===== config.mk =====
export PLATFORM = sky130hd
export DESIGN_NAME = pcsi_core
export DESIGN_NICKNAME = d
export VERILOG_FILES = /design/src/rtl/pcsi_core.v
export VERILOG_INCLUDE_DIRS = /design/src /design/src/common
export SDC_FILE = /design/constraint.sdc
export NUM_CORES = 1
export LEC_CHECK = 0
export ABC_AREA = 1
export BUFFER_PORTS_ARGS = -buffer_cell sky130_fd_sc_hd__buf_2
export CORE_ASPECT_RATIO = 0.5
export CORE_MARGIN = 5
export CORE_UTILIZATION = 30
export DETAILED_ROUTE_END_ITERATION = 10
export PLACE_DENSITY = 0.57
export REMOVE_ABC_BUFFERS = 1
export SLEW_MARGIN = 20
export SYNTH_ARGS = -nofsm -noshare
export SYNTH_HDL_FRONTEND = slang
export SYNTH_SLANG_ARGS = --single-unit

===== constraint.sdc =====
create_clock -name aclk -period 7.3 [get_ports aclk]
set_input_delay 0.73 -clock aclk [delete_from_list [all_inputs] [get_ports aclk]]
set_output_delay 0.73 -clock aclk [all_outputs]
set_load 0.03 [all_outputs]

===== src/common/pcsi_consts.vh =====
`ifndef PCSI_CONSTS_VH
`define PCSI_CONSTS_VH
// ****************************************************************
// register indices (byte address is four times the index)
// ****************************************************************
`define PCSI_IDX_STAT_SH   12'hfe4
`define PCSI_IDX_ACC_SH    12'hfe5
`define PCSI_IDX_BANK_SH   12'hfe6
`define PCSI_IDX_LATCH_SH  12'hfe7
`define PCSI_IDX_P0L_SH    12'hfe8
`define PCSI_IDX_P0H_SH    12'hfe9
`define PCSI_IDX_P1L_SH    12'hfea
`define PCSI_IDX_P1H_SH    12'hfeb
`define PCSI_IDX_GAP       12'hfec
`define PCSI_IDX_STK_IDX   12'hfed
`define PCSI_IDX_TOP_LO    12'hfee
`define PCSI_IDX_TOP_HI    12'hfef
`define PCSI_IDX_CTRL      12'hff0
`define PCSI_IDX_FLAGS     12'hff1
`define PCSI_IDX_PC        12'hff2
// ****************************************************************
// fields and reset values
// ****************************************************************
`define PCSI_CTRL_SRE      0
`define PCSI_FLAG_OVF      0
`define PCSI_FLAG_UNF      1
`define PCSI_SP_RST        5'h1f
`define PCSI_SP_FULL       5'h0f
`define PCSI_SP_EMPTY      5'h1f
`define PCSI_PC_RST        15'h0000
`define PCSI_RESP_OKAY     2'h0
`define PCSI_RESP_SLVERR   2'h2
// ****************************************************************
// program counter operations
// ****************************************************************
`define PCSI_OP_NONE       4'h0
`define PCSI_OP_INC        4'h1
`define PCSI_OP_WR_LOW     4'h2
`define PCSI_OP_CALL       4'h3
`define PCSI_OP_COMPUTED_CALL      4'h4
`define PCSI_OP_BRW        4'h5
`define PCSI_OP_BRA        4'h6
`define PCSI_OP_RET        4'h7
`define PCSI_OP_INT        4'h8
// ****************************************************************
// indirect address map
// ****************************************************************
`define PCSI_TRAD_LAST     16'h0fff
`define PCSI_LIN_BASE      16'h2000
`define PCSI_LIN_LAST      16'h29af
`define PCSI_GPR_BLK       12'h050
`define PCSI_GPR_OFS       7'h20
`define PCSI_PORT_LAST     7'h01
`define PCSI_SRC_MEM       2'h0
`define PCSI_SRC_PROG      2'h1
`define PCSI_SRC_ZERO      2'h2
`endif


===== src/rtl/pcsi_core.v =====
`timescale 1ns/1ps
`include "pcsi_consts.vh"
module pcsi_core
#(
  parameter [14:0] INT_VECTOR = 15'h0004,
  parameter        SRE_RESET  = 1'b1
)
(
  // clock, reset and enable
  input  wire        aclk,
  input  wire        aresetn,
  input  wire        ce,
  // axi4-lite slave
  input  wire [13:0] s_axi_awaddr,
  input  wire        s_axi_awvalid,
  output reg         s_axi_awready,
  input  wire [31:0] s_axi_wdata,
  input  wire [3:0]  s_axi_wstrb,
  input  wire        s_axi_wvalid,
  output reg         s_axi_wready,
  output reg  [1:0]  s_axi_bresp,
  output reg         s_axi_bvalid,
  input  wire        s_axi_bready,
  input  wire [13:0] s_axi_araddr,
  input  wire        s_axi_arvalid,
  output reg         s_axi_arready,
  output reg  [31:0] s_axi_rdata,
  output reg  [1:0]  s_axi_rresp,
  output reg         s_axi_rvalid,
  input  wire        s_axi_rready,
  // counter requests from execution logic
  input  wire        pc_op_valid,
  input  wire [3:0]  pc_op,
  input  wire [10:0] pc_operand,
  input  wire [7:0]  accum_value,
  input  wire [7:0]  counter_low_wdata,
  input  wire [6:0]  counter_latch_high,
  output reg  [14:0] pc_q,
  output reg         stack_reset_req_q,
  // indirect access from execution logic
  input  wire        ind_req,
  input  wire        ind_we,
  input  wire        ind_sel,
  input  wire [7:0]  ind_wdata,
  input  wire [15:0] pointer0,
  input  wire [15:0] pointer1,
  output reg  [7:0]  ind_rdata_q,
  output reg         ind_rvalid_q,
  output reg         ind_stall_q,
  // data and program memory ports
  output reg  [11:0] mem_addr_q,
  output reg         mem_re_q,
  output reg         mem_we_q,
  output reg  [7:0]  mem_wdata_q,
  input  wire [7:0]  mem_rdata,
  output reg  [14:0] prog_addr_q,
  output reg         prog_re_q,
  input  wire [13:0] prog_rdata
);

  // ****************************************************************
  // state
  // ****************************************************************
  reg [14:0] stack_mem [0:15];
  reg [4:0]  stack_index_q;
  reg        stack_reset_enable_q;
  reg        stack_overflow_flag_q;
  reg        stack_underflow_flag_q;
  reg [2:0]  stat_sh_q;
  reg [7:0]  acc_sh_q;
  reg [4:0]  bank_sh_q;
  reg [6:0]  latch_sh_q;
  reg [7:0]  p0l_sh_q;
  reg [7:0]  p0h_sh_q;
  reg [7:0]  p1l_sh_q;
  reg [7:0]  p1h_sh_q;
  reg [13:0] aw_addr_q;
  reg        aw_got_q;
  reg [31:0] w_data_q;
  reg [3:0]  w_strb_q;
  reg        w_got_q;
  reg [1:0]  rsrc_q;
  reg        rpend_q;

  // register index from a byte address, used by both bus paths
  function [11:0] reg_idx;
    input [13:0] addr;
    begin
      reg_idx = addr[13:2];
    end
  endfunction

  // whether an index names a register of this block
  function reg_hit;
    input [11:0] idx;
    begin
      reg_hit = (idx >= `PCSI_IDX_STAT_SH && idx <= `PCSI_IDX_PC &&
                 idx != `PCSI_IDX_GAP);
    end
  endfunction

  // ****************************************************************
  // counter arithmetic
  // ****************************************************************
  wire [14:0] pc_inc   = pc_q + 15'h0001;
  wire [14:0] top_ent  = stack_mem[stack_index_q[3:0]];
  wire [4:0]  sp_up    = stack_index_q + 5'h01;
  wire [4:0]  sp_down  = stack_index_q - 5'h01;
  wire        is_push  = pc_op_valid && (pc_op == `PCSI_OP_CALL ||
                         pc_op == `PCSI_OP_COMPUTED_CALL ||
                         pc_op == `PCSI_OP_INT);
  wire        is_pop   = pc_op_valid && pc_op == `PCSI_OP_RET;
  wire        ovf_ev   = is_push && stack_index_q == `PCSI_SP_FULL;
  wire        unf_ev   = is_pop && stack_index_q == `PCSI_SP_EMPTY;
  wire        self_rst = stack_reset_enable_q && (ovf_ev || unf_ev);
  wire [14:0] bra_ofs  = {{4{pc_operand[10]}}, pc_operand};

  // next counter value for each operation
  reg [14:0] pc_d;
  always @*
  begin
    pc_d = pc_q;
    if (pc_op_valid)
    begin
      case (pc_op)
        `PCSI_OP_INC:    pc_d = pc_inc;
        `PCSI_OP_WR_LOW: pc_d = {counter_latch_high,
                                 counter_low_wdata};
        `PCSI_OP_CALL:   pc_d = {counter_latch_high[6:3],
                                 pc_operand};
        `PCSI_OP_COMPUTED_CALL:  pc_d = {counter_latch_high, accum_value};
        `PCSI_OP_BRW:    pc_d = pc_inc + {7'h00, accum_value};
        `PCSI_OP_BRA:    pc_d = pc_inc + bra_ofs;
        `PCSI_OP_RET:    pc_d = top_ent;
        `PCSI_OP_INT:    pc_d = INT_VECTOR;
        default:         pc_d = pc_q;
      endcase
    end
  end

  // ****************************************************************
  // bus write strobe and read decode
  // ****************************************************************
  wire        wr_go  = aw_got_q && w_got_q && !s_axi_bvalid;
  wire [11:0] wr_idx = reg_idx(aw_addr_q);
  wire        wr_ok  = reg_hit(wr_idx);
  wire        wr_lo  = wr_go && wr_ok && w_strb_q[0];
  wire [7:0]  wb     = w_data_q[7:0];
  wire [11:0] rd_idx = reg_idx(s_axi_araddr);

  // read mux; unmapped or reserved bits read as zero
  reg [31:0] rd_val;
  always @*
  begin
    rd_val = 32'h0000_0000;
    case (rd_idx)
      `PCSI_IDX_STAT_SH:  rd_val[2:0]  = stat_sh_q;
      `PCSI_IDX_ACC_SH:   rd_val[7:0]  = acc_sh_q;
      `PCSI_IDX_BANK_SH:  rd_val[4:0]  = bank_sh_q;
      `PCSI_IDX_LATCH_SH: rd_val[6:0]  = latch_sh_q;
      `PCSI_IDX_P0L_SH:   rd_val[7:0]  = p0l_sh_q;
      `PCSI_IDX_P0H_SH:   rd_val[7:0]  = p0h_sh_q;
      `PCSI_IDX_P1L_SH:   rd_val[7:0]  = p1l_sh_q;
      `PCSI_IDX_P1H_SH:   rd_val[7:0]  = p1h_sh_q;
      `PCSI_IDX_STK_IDX:  rd_val[4:0]  = stack_index_q;
      `PCSI_IDX_TOP_LO:   rd_val[7:0]  = top_ent[7:0];
      `PCSI_IDX_TOP_HI:   rd_val[6:0]  = top_ent[14:8];
      `PCSI_IDX_CTRL:     rd_val[`PCSI_CTRL_SRE] = stack_reset_enable_q;
      `PCSI_IDX_FLAGS:
      begin
        rd_val[`PCSI_FLAG_OVF] = stack_overflow_flag_q;
        rd_val[`PCSI_FLAG_UNF] = stack_underflow_flag_q;
      end
      `PCSI_IDX_PC:       rd_val[14:0] = pc_q;
      default:            rd_val = 32'h0000_0000;
    endcase
  end

  // ****************************************************************
  // axi4-lite handshakes
  // ****************************************************************
  // address and data are caught separately so either may come first
  always @(posedge aclk)
  begin
    if (!aresetn)
    begin
      s_axi_awready <= 1'b0;
      s_axi_wready  <= 1'b0;
      s_axi_bvalid  <= 1'b0;
      s_axi_bresp   <= `PCSI_RESP_OKAY;
      s_axi_arready <= 1'b0;
      s_axi_rvalid  <= 1'b0;
      s_axi_rresp   <= `PCSI_RESP_OKAY;
      s_axi_rdata   <= 32'h0000_0000;
      aw_got_q      <= 1'b0;
      w_got_q       <= 1'b0;
      aw_addr_q     <= 14'h0000;
      w_data_q      <= 32'h0000_0000;
      w_strb_q      <= 4'h0;
    end
    else if (ce)
    begin
      if (s_axi_awvalid && s_axi_awready)
      begin
        aw_addr_q     <= s_axi_awaddr;
        aw_got_q      <= 1'b1;
        s_axi_awready <= 1'b0;
      end
      else if (!aw_got_q && !s_axi_bvalid)
        s_axi_awready <= 1'b1;
      if (s_axi_wvalid && s_axi_wready)
      begin
        w_data_q     <= s_axi_wdata;
        w_strb_q     <= s_axi_wstrb;
        w_got_q      <= 1'b1;
        s_axi_wready <= 1'b0;
      end
      else if (!w_got_q && !s_axi_bvalid)
        s_axi_wready <= 1'b1;
      if (wr_go)
      begin
        aw_got_q     <= 1'b0;
        w_got_q      <= 1'b0;
        s_axi_bvalid <= 1'b1;
        s_axi_bresp  <= wr_ok ? `PCSI_RESP_OKAY : `PCSI_RESP_SLVERR;
      end
      else if (s_axi_bvalid && s_axi_bready)
        s_axi_bvalid <= 1'b0;
      // one read at a time: arready drops until the data is taken
      if (s_axi_arvalid && s_axi_arready)
      begin
        s_axi_arready <= 1'b0;
        s_axi_rvalid  <= 1'b1;
        s_axi_rdata   <= rd_val;
        s_axi_rresp   <= reg_hit(rd_idx) ? `PCSI_RESP_OKAY
                                         : `PCSI_RESP_SLVERR;
      end
      else if (s_axi_rvalid && s_axi_rready)
        s_axi_rvalid <= 1'b0;
      else if (!s_axi_rvalid)
        s_axi_arready <= 1'b1;
    end
  end

  // ****************************************************************
  // shadow and control registers
  // ****************************************************************
  // shadows are plain storage; only bus writes load them, the core never saves into them
  always @(posedge aclk)
  begin
    if (!aresetn)
    begin
      stat_sh_q  <= 3'h0;
      acc_sh_q   <= 8'h00;
      bank_sh_q  <= 5'h00;
      latch_sh_q <= 7'h00;
      p0l_sh_q   <= 8'h00;
      p0h_sh_q   <= 8'h00;
      p1l_sh_q   <= 8'h00;
      p1h_sh_q   <= 8'h00;
      stack_reset_enable_q <= SRE_RESET;
    end
    else if (ce && wr_lo)
    begin
      case (wr_idx)
        `PCSI_IDX_STAT_SH:  stat_sh_q  <= wb[2:0];
        `PCSI_IDX_ACC_SH:   acc_sh_q   <= wb;
        `PCSI_IDX_BANK_SH:  bank_sh_q  <= wb[4:0];
        `PCSI_IDX_LATCH_SH: latch_sh_q <= wb[6:0];
        `PCSI_IDX_P0L_SH:   p0l_sh_q   <= wb;
        `PCSI_IDX_P0H_SH:   p0h_sh_q   <= wb;
        `PCSI_IDX_P1L_SH:   p1l_sh_q   <= wb;
        `PCSI_IDX_P1H_SH:   p1h_sh_q   <= wb;
        `PCSI_IDX_CTRL:
          stack_reset_enable_q <= wb[`PCSI_CTRL_SRE];
        default:            stat_sh_q  <= stat_sh_q;
      endcase
    end
  end

  // ****************************************************************
  // counter, stack and flags
  // ****************************************************************
  // a push or pop wins over a bus write to the stack in the same
  // cycle; flags survive the self reset so software can see its cause
  always @(posedge aclk)
  begin
    if (!aresetn)
    begin
      pc_q                   <= `PCSI_PC_RST;
      stack_index_q          <= `PCSI_SP_RST;
      stack_overflow_flag_q  <= 1'b0;
      stack_underflow_flag_q <= 1'b0;
      stack_reset_req_q      <= 1'b0;
    end
    else if (ce)
    begin
      stack_reset_req_q <= self_rst;
      // hardware set wins over a software clear (write one to clear)
      if (ovf_ev)
        stack_overflow_flag_q <= 1'b1;
      else if (wr_lo && wr_idx == `PCSI_IDX_FLAGS && wb[`PCSI_FLAG_OVF])
        stack_overflow_flag_q <= 1'b0;
      if (unf_ev)
        stack_underflow_flag_q <= 1'b1;
      else if (wr_lo && wr_idx == `PCSI_IDX_FLAGS && wb[`PCSI_FLAG_UNF])
        stack_underflow_flag_q <= 1'b0;
      if (self_rst)
      begin
        pc_q          <= `PCSI_PC_RST;
        stack_index_q <= `PCSI_SP_RST;
      end
      else
      begin
        pc_q <= pc_d;
        if (is_push)
        begin
          // wrap keeps the 4-bit slot so the oldest entry is reused
          stack_index_q <= ovf_ev ? {1'b0, sp_up[3:0]} : sp_up;
          stack_mem[sp_up[3:0]] <= (pc_op == `PCSI_OP_INT) ? pc_q
                                                           : pc_inc;
        end
        else if (is_pop)
          stack_index_q <= unf_ev ? {1'b0, sp_down[3:0]} : sp_down;
        else if (wr_lo && wr_idx == `PCSI_IDX_STK_IDX)
          stack_index_q <= wb[4:0];
        else if (wr_lo && wr_idx == `PCSI_IDX_TOP_LO)
          stack_mem[stack_index_q[3:0]] <= {top_ent[14:8], wb};
        else if (wr_lo && wr_idx == `PCSI_IDX_TOP_HI)
          stack_mem[stack_index_q[3:0]] <= {wb[6:0], top_ent[7:0]};
      end
    end
  end

  // ****************************************************************
  // indirect address mapping
  // ****************************************************************
  wire [15:0] ind_addr = ind_sel ? pointer1 : pointer0;
  wire [11:0] lin_ofs  = ind_addr[11:0];      // region base has zero low bits
  wire [11:0] lin_bank = lin_ofs / `PCSI_GPR_BLK;
  wire [11:0] lin_rem  = lin_ofs - lin_bank * `PCSI_GPR_BLK;
  wire [6:0]  lin_low  = lin_rem[6:0] + `PCSI_GPR_OFS;
  wire        in_prog  = ind_addr[15];
  wire        in_trad  = ind_addr <= `PCSI_TRAD_LAST;
  wire        in_lin   = ind_addr >= `PCSI_LIN_BASE &&
                         ind_addr <= `PCSI_LIN_LAST;
  wire [11:0] data_adr = in_lin ? {lin_bank[4:0], lin_low}
                                : ind_addr[11:0];
  wire        is_port  = data_adr[6:0] <= `PCSI_PORT_LAST;
  wire        data_ok  = (in_trad || in_lin) && !is_port;

  // stage one drives the memories, stage two returns the byte
  always @(posedge aclk)
  begin
    if (!aresetn)
    begin
      mem_addr_q   <= 12'h000;
      mem_re_q     <= 1'b0;
      mem_we_q     <= 1'b0;
      mem_wdata_q  <= 8'h00;
      prog_addr_q  <= 15'h0000;
      prog_re_q    <= 1'b0;
      ind_rdata_q  <= 8'h00;
      ind_rvalid_q <= 1'b0;
      ind_stall_q  <= 1'b0;
      rsrc_q       <= `PCSI_SRC_ZERO;
      rpend_q      <= 1'b0;
    end
    else if (ce)
    begin
      mem_addr_q  <= data_adr;
      mem_wdata_q <= ind_wdata;
      prog_addr_q <= ind_addr[14:0];
      mem_re_q    <= ind_req && !ind_we && data_ok;
      mem_we_q    <= ind_req && ind_we && data_ok;
      prog_re_q   <= ind_req && !ind_we && in_prog;
      ind_stall_q <= ind_req && in_prog;
      rpend_q     <= ind_req && !ind_we;
      if (in_prog)
        rsrc_q <= `PCSI_SRC_PROG;
      else if (data_ok)
        rsrc_q <= `PCSI_SRC_MEM;
      else
        rsrc_q <= `PCSI_SRC_ZERO;
      ind_rvalid_q <= rpend_q;
      case (rsrc_q)
        `PCSI_SRC_MEM:  ind_rdata_q <= mem_rdata;
        `PCSI_SRC_PROG: ind_rdata_q <= prog_rdata[7:0];
        default:        ind_rdata_q <= 8'h00;
      endcase
    end
  end

endmodule // pcsi_core


# Word level (Yosys, flattened, before mapping)
# Memories as Yosys holds them, arrays and structs flattened. A register that Yosys moved wholly into a read port is not among the register bits.
# Cells that the tools add are included.
# word_totals
reg_bits	179
ramBits	240
inputBits	176
output_inout_bits	105
word_cells	251
n_memories	1
# classes
add_sub_neg	7
mul	1
div_mod_pow	1
order_cmp	8
n_eq_ne	42
n_mux	71
n_bitwise	1
n_reduce_logical	81
# memory_table
name	depth	word_bits	rd	rd_ports_with_merged_regs	wr	line	rtl
stack_mem	16	15	1	1	1	pcsi_core.v:64	reg [14:0] stack_mem [0:15];
# ops
cell	count
$eq A12 B12 Y1 const B	27
$pmux W15 S8	1
$mux W15	5
$reduce_and A2 Y1	22
$mux W1	42
$logic_and A1 B1 Y1	35
$mux W5	6
$ge A12 B12 Y1 const B	2
$le A12 B12 Y1 const B	2
$ne A12 B12 Y1 const B	2
$pmux W2 S11	1
$pmux W2 S9	1
$reduce_bool A2 Y1	9
$eq A4 B3 Y1 const B	4
$ge A16 B14 Y1 const B	1
$le A16 B12 Y1 const B	1
$le A16 B14 Y1 const B	1
$mux W16	1
$pmux W8 S2	1
$add A15 B1 Y15 const B	1
$add A15 B15 Y15	1
$add A15 B8 Y15	1
$reduce_or A15 Y1	1
$pmux W1 S14	1
29 further kinds	43

# Longest topological paths before layout
# Gate-level depths: netlist of run 1.
# depth
word_depth	18
mapped_depth	57
depth_no_buf	55

# Least setup slack after synthesis of run 1
# Ideal clock, no wire load.
# synth_path
path_type	input-to-reg
startpoint	input port ind_sel
endpoint	register mem_we_q
setup_ns	0.133
arrival_ns	6.038
required_ns	7.167
slack_ns	1.129
path_stages	48
path_buffers	2
cell_sequence	buf_6 inv_6 buf_8 nand2_1 nand2_1 inv_1 ha_1 nor2_2 nand3_2 nor2_4 nand3_4 nand2_2 nand3_4 nand2_1 nand2_2 nand2_2 nand2_4 nand2_4 (+12 left out) nand3_2 nand2_1 nand2_1 nand2_1 nand2_2 nand2_1 inv_1 ha_1 ha_1 inv_1 o31ai_1 xor2_1 nand2_1 o21ai_0 a211oi_1 nand3_2 nand3_1 a21oi_1
# synth_via
word_cells_on_any_way	15
classes_between	2 x add/sub; 1 x mul; 1 x div; 4 x order compare; 2 x mux; 5 x reduce/logical
# synth_rtl
item	line	rtl
from (decl)	pcsi_core.v:43	input wire ind_sel,
$mux W16 *	pcsi_core.v:338	wire [15:0] ind_addr = ind_sel ? pointer1 : pointer0;
$sub A7 B7 Y7 (no line) (tied with other cells)	--	
$add A7 B6 Y7 (no line) or $logic_and A1 B1 Y1 (tied branches)	--	
$mux W12 *	pcsi_core.v:347	wire [11:0] data_adr = in_lin ? {lin_bank[4:0], lin_low}
named net data_adr[2]	pcsi_core.v:347	
$le A7 B1 Y1 (no line) *	--	
$logic_not A1 Y1 *	pcsi_core.v:350	wire data_ok = (in_trad || in_lin) && !is_port;
$logic_and A1 B1 Y1 *	pcsi_core.v:350	
$logic_and A1 B1 Y1 *	pcsi_core.v:375	mem_we_q <= ind_req && ind_we && data_ok;
to (signal assigned)	pcsi_core.v:375	
to (decl)	pcsi_core.v:53	output reg mem_we_q,
# The timed path passes the listed nets; every way through them passes the cells marked *.
# A chain may end at the register's enable or synchronous reset.

# Worst setup path in the final report of run 1
# layout_path
startpoint	input port ind_sel
endpoint	register mem_re_q
# layout_via
word_cells_on_any_way	15
classes_between	2 x add/sub; 1 x mul; 1 x div; 4 x order compare; 2 x mux; 5 x reduce/logical
# layout_rtl
item	line	rtl
$mux W16 *	pcsi_core.v:338	
$sub A7 B7 Y7 (no line) (tied with other cells)	--	
$add A7 B6 Y7 (no line) or $logic_and A1 B1 Y1 (tied branches)	--	
$mux W12 *	pcsi_core.v:347	
named net data_adr[2]	pcsi_core.v:347	
$le A7 B1 Y1 (no line) *	--	
$logic_not A1 Y1 *	pcsi_core.v:350	
$logic_and A1 B1 Y1 *	pcsi_core.v:350	
$logic_and A1 B1 Y1 *	pcsi_core.v:374	mem_re_q <= ind_req && !ind_we && data_ok;
to (signal assigned)	pcsi_core.v:374	
to (decl)	pcsi_core.v:52	output reg mem_re_q,
# Marked as above.

==> reports/results.tsv, run 1 <==
metric	value	unit
critical path's most frequent cell	nand2_1	
sequential cell area fraction in the yosys report	0.514	
YS warnings	0	
Area growth syn-to-layout	17.8	%
clock skew	0.0244	ns
total grt overflow	0	
async set or reset register ratio after synthesis	0	
worst hold stages	3	
min Tclk post-route	6.54	ns
most area-hungry cell type in the Yosys netlist	edfxtp_1	
Setup WS post-layout	0.762	ns
placed wire-length estimate	44.7	mm
core area	68900	sq um
final wirelength	64.6	mm
clk root buf	clkbuf_16	
wire per inst	18.5	microns
crit path max fanout	16	
CP Data Required Time	7.71	ns
IR drop worst, VDD	0.000152	V
Yosys cell types	64	
Cell Area, Synth	20900	sq um
Max Root-Sink Buffers	3	
initial DRC count	1252	
Resized Gates After CTS	0	
Core Util, Final	0.357	
Mapped Cells	2329	
largest net degree at the start of global routing	143	
syn avg cell area	8.95	sq um
clk sink count	415	
share of layout cells above drive strength 1	0.169	
Power, Total	5.74	mW
Max Freq	153	MHz
area share of the largest cell type after synthesis	0.346	
Placer Congestion	0.895	
slew margin rel.	0.303	
number of flops mapped to enable cells by yosys	240	
Worst-Margin Slew	1.02	ns
initial antenna violation count	2	
pwr/cell area	234	nW/um^2
Worst path slowest cell	ha_1	
Total GRT Usage	0.166	
max-slew violation count	0	
status	finished clean	
Tcrit/Tclk final	0.896	
Place WS	0.229	ns
final setup vio count	0	
unrepaired setup endpoints after global routing	false	
most common cell in the netlist	nand2_1	
critical path class	in -> reg	
CP arrival	6.94	ns
FF+latch count, synth	415	
Post-synth top cells	nand2_1 (329), inv_1 (285), edfxtp_1 (240)	
Leakage Power	10.4	nW
Die H	196	microns
Worst Hold Class	in -> reg	
worst skew pair latency	0.57	ns
Starting Density	0.303	
Post-CTS Setup Repair Bufs	0	
H-tree Lvls	2	
DIE AREA	75200	sq um
path depth of the worst reg2reg path	29	
Final Hold Vio Count	0	
CP Launch Type	primary input	
total CTS buffers	43	
Die Wd	383	microns
DR DRC count	0	
Setup TNS	0	ns
CTS tree	built	
Crit. End Element	flop	
layout filler cell count	7026	
first-pass GRT wire length	98.2	mm
CP max stage delay	0.31	ns
row count	68	
vias post-DR	17600	
Layout Nets	2749	
Final ANT Viol Nets	0	
hold buffer count at CTS	0	
IO Pins	281	
Max-Cap Viols	0	
reg2reg setup slack	2.97	ns
Detailed Routing Iterations Pass 1	5	
vias in the first global route	16900	
port bufs	224	
Worst-path clk slew	0.06	ns
ys flop type	edfxtp_1	
largest cells by area after synthesis	edfxtp_1 (35%), dfxtp_1 (17%), nand2_1 (5.9%)	
DR vias/cell	5.04	
[cells in the final DEF (no fill, tap or decap), types with 5 or more instances in the layout]
| master | count |
|---|---|
| conb_1 | 19 |
| xor2_1 | 24 |
| nand3_1 | 89 |
| buf_4 | 55 |
| clkbuf_16 | 44 |
| o221ai_1 | 8 |
| buf_2 | 224 |
| clkbuf_1 | 8 |
| nand2_2 | 27 |
| nor2_2 | 6 |
| nor2_1 | 216 |
| a22o_1 | 5 |
| o2111ai_1 | 7 |
| nand3_2 | 11 |
| a21oi_1 | 147 |
| edfxtp_1 | 240 |
| o211ai_1 | 110 |
| inv_1 | 285 |
| o311ai_0 | 6 |
| nor4_2 | 5 |
| nand2_1 | 329 |
| nor3_1 | 18 |
| inv_2 | 9 |
| a22oi_1 | 5 |
| nor4_1 | 6 |
| mux2i_1 | 60 |
| inv_6 | 6 |
| o21ai_0 | 181 |
| ha_1 | 27 |
| a211oi_1 | 61 |
| nand2_4 | 5 |
| clkinv_1 | 18 |
| nand4_1 | 27 |
| dfxtp_1 | 173 |
| o31ai_1 | 12 |
| a221oi_1 | 22 |
| o22ai_1 | 14 |
[registers in the layout, summed over array words and instances, names as in the netlist, 11 cells and up, named ones only]
| name | flops |
|---|---|
| stack_mem | 240 |
| pc_q | 15 |
| aw_addr_q | 12 |
| prog_addr_q | 11 |
| s_axi_rdata | 15 |
| mem_addr_q | 12 |
[routing by layer]
| metal | GRT usage | vias to the layer above | wire length [microns] |
|---|---|---|---|
| met1 | 0.207 | 8420 | 27300 |
| met5 | 0 | - | 0 |
| met3 | 0.0233 | 141 | 3280 |
| met4 | 0.0621 | 0 | 2480 |
| li1 | - | 8527 | - |
| met2 | 0.293 | 503 | 31500 |
[layout make-up]
class	instances	area (sq um)	share of cell area
clock inverter	23	262	0.0106
timing repair buffer	283	1610	0.0653
multi-input combinational	1497	8510	0.346
inverter	305	1150	0.0468
clock buffer	56	1190	0.0483
sequential	415	10700	0.436
tap	910	1140	0.0463
antenna	1	2.50	0.000102
[worst max-delay path: cells and delay by family]
| family | cells | cell delay [ns] |
|---|---|---|
| AND/OR/NAND/NOR | 33 | 3.75 |
| XOR/XNOR | 1 | 0.12 |
| AO/OA/AOI/OAI | 6 | 1.06 |
| adder cells (fa/ha/maj) | 3 | 0.74 |
| buffers and inverters | 5 | 0.52 |
[worst paths after layout]
check,startpoint,end
setup reg to reg,pc_q[0]$_SDFFE_PN0P_,pc_q[13]$_SDFFE_PN0P_
hold / removal,ind_wdata[6],mem_wdata_q[6]$_SDFFE_PN0P_
setup / recovery,ind_sel,mem_re_q$_SDFFE_PN0P_
hold reg to reg,aw_addr_q[11]$_SDFFE_PN0P_,aw_addr_q[11]$_SDFFE_PN0P_
[per-stage QoR]
stage	cells	cell area (sq um)	hold WS [ns]
final	3490	24600	0.388
after global routing	3490	24600	0.381
after CTS	3489	24600	0.367
after detailed placement	3410	23100	0.453
after global placement	3410	23100	0.445
after floorplan	2217	20300	0.429
[power by group]
| part | switching [mW] | internal, mW |
|---|---|---|
| combinational | 0.641 | 0.307 |
| sequential | 0.0265 | 2.50 |
| clock | 0.967 | 1.30 |
[cells by family (layout without fill, tap and decap cells)]
group	Yosys count	count (layout)	synth area share
other cells	1	20	0.000180
mux	61	61	0.0293
flops	415	415	0.514
fa+ha+maj	28	28	0.0172
xor+xnor	30	30	0.0133
simple gates	757	757	0.161
compound gates	602	602	0.181
buf+inv	435	667	0.0843
(Power assumes the default switching activity.)
==> run 2: changes to the inputs <==
- ABC_CLOCK_PERIOD_IN_PS: unset -> 7300
- CORE_UTILIZATION: 30 -> 58
- PLACE_DENSITY: 0.57 -> 0.9
==> run 2 against run 1 <==
Sequential share of layout area rose by 1.7 points; first-iteration DRC count rose by 78%; critical path type unchanged; utilization rose by 31 points; non-clock buffer count fell by 14; fmax fell by 2.1%; critical endpoint is now mem_we_q$_SDFFE_PN0P_.
==> reports/results.tsv, run 2 (same netlist as run 1, synthesis figures left out) <==
metric	value	unit
Worst Hold Class	in -> reg	
CP Launch Type	primary input	
Detailed Routing Iterations Pass 1	8	
CP arrival	7.05	ns
Area after DPL	22400	sq um
IR drop worst, VDD	0.000149	V
hold buffer count at CTS	0	
Design Area, Final	23700	sq um
DR vias/cell	5.98	
port bufs	224	
Worst path slowest cell	ha_1	
Leakage Power	10.2	nW
CTS tree	built	
Non-Filler Instances	3035	
Power, Total	5.45	mW
share of layout cells above drive strength 1	0.163	
Die H	144	microns
final setup vio count	0	
number of flip-flops in the largest register	240	
Place WS	0.0778	ns
worst skew pair latency	0.55	ns
initial antenna violation count	1	
CP Data Required Time	7.67	ns
total grt overflow	0	
most frequent cells in the layout	nand2_1 (329), inv_1 (285), edfxtp_1 (240)	
most common cell after layout, fill and taps aside	nand2_1	
Final Hold Vio Count	0	
crit path max fanout	16	
total CTS buffers	37	
critical path class	in -> reg	
H-tree Lvls	2	
minimum hold slack	0.409	ns
CP max stage delay	0.31	ns
Area growth syn-to-layout	13.5	%
slew margin rel.	0.287	
antenna cells	0	
Crit. End Element	flop	
Core Util, Final	0.663	
first-pass GRT wire length	90.2	mm
Layout Nets	2729	
vias in the first global route	17100	
Worst-Margin Slew	1.07	ns
Total GRT Usage	0.281	
row count	49	
Die Wd	278	microns
initial DRC count	2223	
Setup TNS	0	ns
final wirelength	59.3	mm
Max Root-Sink Buffers	3	
Tcrit/Tclk final	0.915	
IO Pins	281	
DIE AREA	40100	sq um
DR DRC count	0	
placed wire-length estimate	39.6	mm
min Tclk post-route	6.68	ns
clk sink count	415	
status	finished clean	
clk root buf	clkbuf_16	
reg2reg setup slack	3.15	ns
Starting Density	0.584	
unrepaired setup endpoints after global routing	false	
max-slew violation count	0	
Final ANT Viol Nets	0	
core area	35700	sq um
Max Freq	150	MHz
clock skew	0.0253	ns
pwr/cell area	230	nW/um^2
Setup WS post-layout	0.621	ns
placed cells	2970	
Max-Cap Viols	0	
vias post-DR	18100	
wire per inst	19.5	microns
largest net degree at the start of global routing	96	
critical path's most frequent cell	nand2_1	
Worst-path clk slew	0.07	ns
Placer Congestion	0.963	
## run 2: cell count changes in the layout (fill, tap and decap cells not counted), moves of 2 or more
cell | before | now
buf_4 | 55 | 45
clkinv_1 | 18 | 10
clkbuf_16 | 44 | 38
buf_12 | 3 | 0
inv_6 | 6 | 3
bufinv_16 | 4 | 2
clkinv_2 | 3 | 5
## run 2: cell type report
class                           count  area (sq um)
Timing Repair Buffer              269          1460
Clock buffer                       50          1050
Sequential cell                   415         10700
Fill cell                        2685         12000
Tap cell                          484           606
Multi-Input combinational cell   1497          8520
Clock inverter                     15           166
Inverter                          305          1150
## run 2: worst paths after layout
kind / end / cells past startpoint / start
worst max-delay path: mem_we_q$_SDFFE_PN0P_ / 48 / ind_sel
worst min-delay path: mem_wdata_q[1]$_SDFFE_PN0P_ / 3 / ind_wdata[1]
worst max register to register: pc_q[13]$_SDFFE_PN0P_ / 29 / pc_q[0]$_SDFFE_PN0P_
worst min register to register: aw_addr_q[12]$_SDFFE_PN0P_ / 2 / aw_addr_q[12]$_SDFFE_PN0P_
## run 2: worst max-delay path, delay by kind of cell
kind,cells,cell delay (ns)
simple gates,33,3.70
buf+inv,5,0.65
xor+xnor,1,0.11
compound gates,6,1.04
fa+ha+maj,3,0.76
## run 2: per-layer routing
layer	wire length [microns]	GRT usage	up-vias
met5	13	0	-
met4	3320	0.149	2
met3	5700	0.0515	256
met2	28200	0.485	1043
met1	22100	0.344	8367
li1	-	-	8468
## run 2: where the power goes
part	internal, mW	switching [mW]
Sequential	2.50	0.0280
Combinational	0.302	0.633
Clock	1.09	0.895
Total	3.89	1.56
## run 2: repair_timing
item / in CTS / in global routing
endpoints found under the hold margin: 0 / 0
gates resized for setup: 0 / 1
setup endpoints to repair: 0 / 2
buffers inserted: 0 / 0
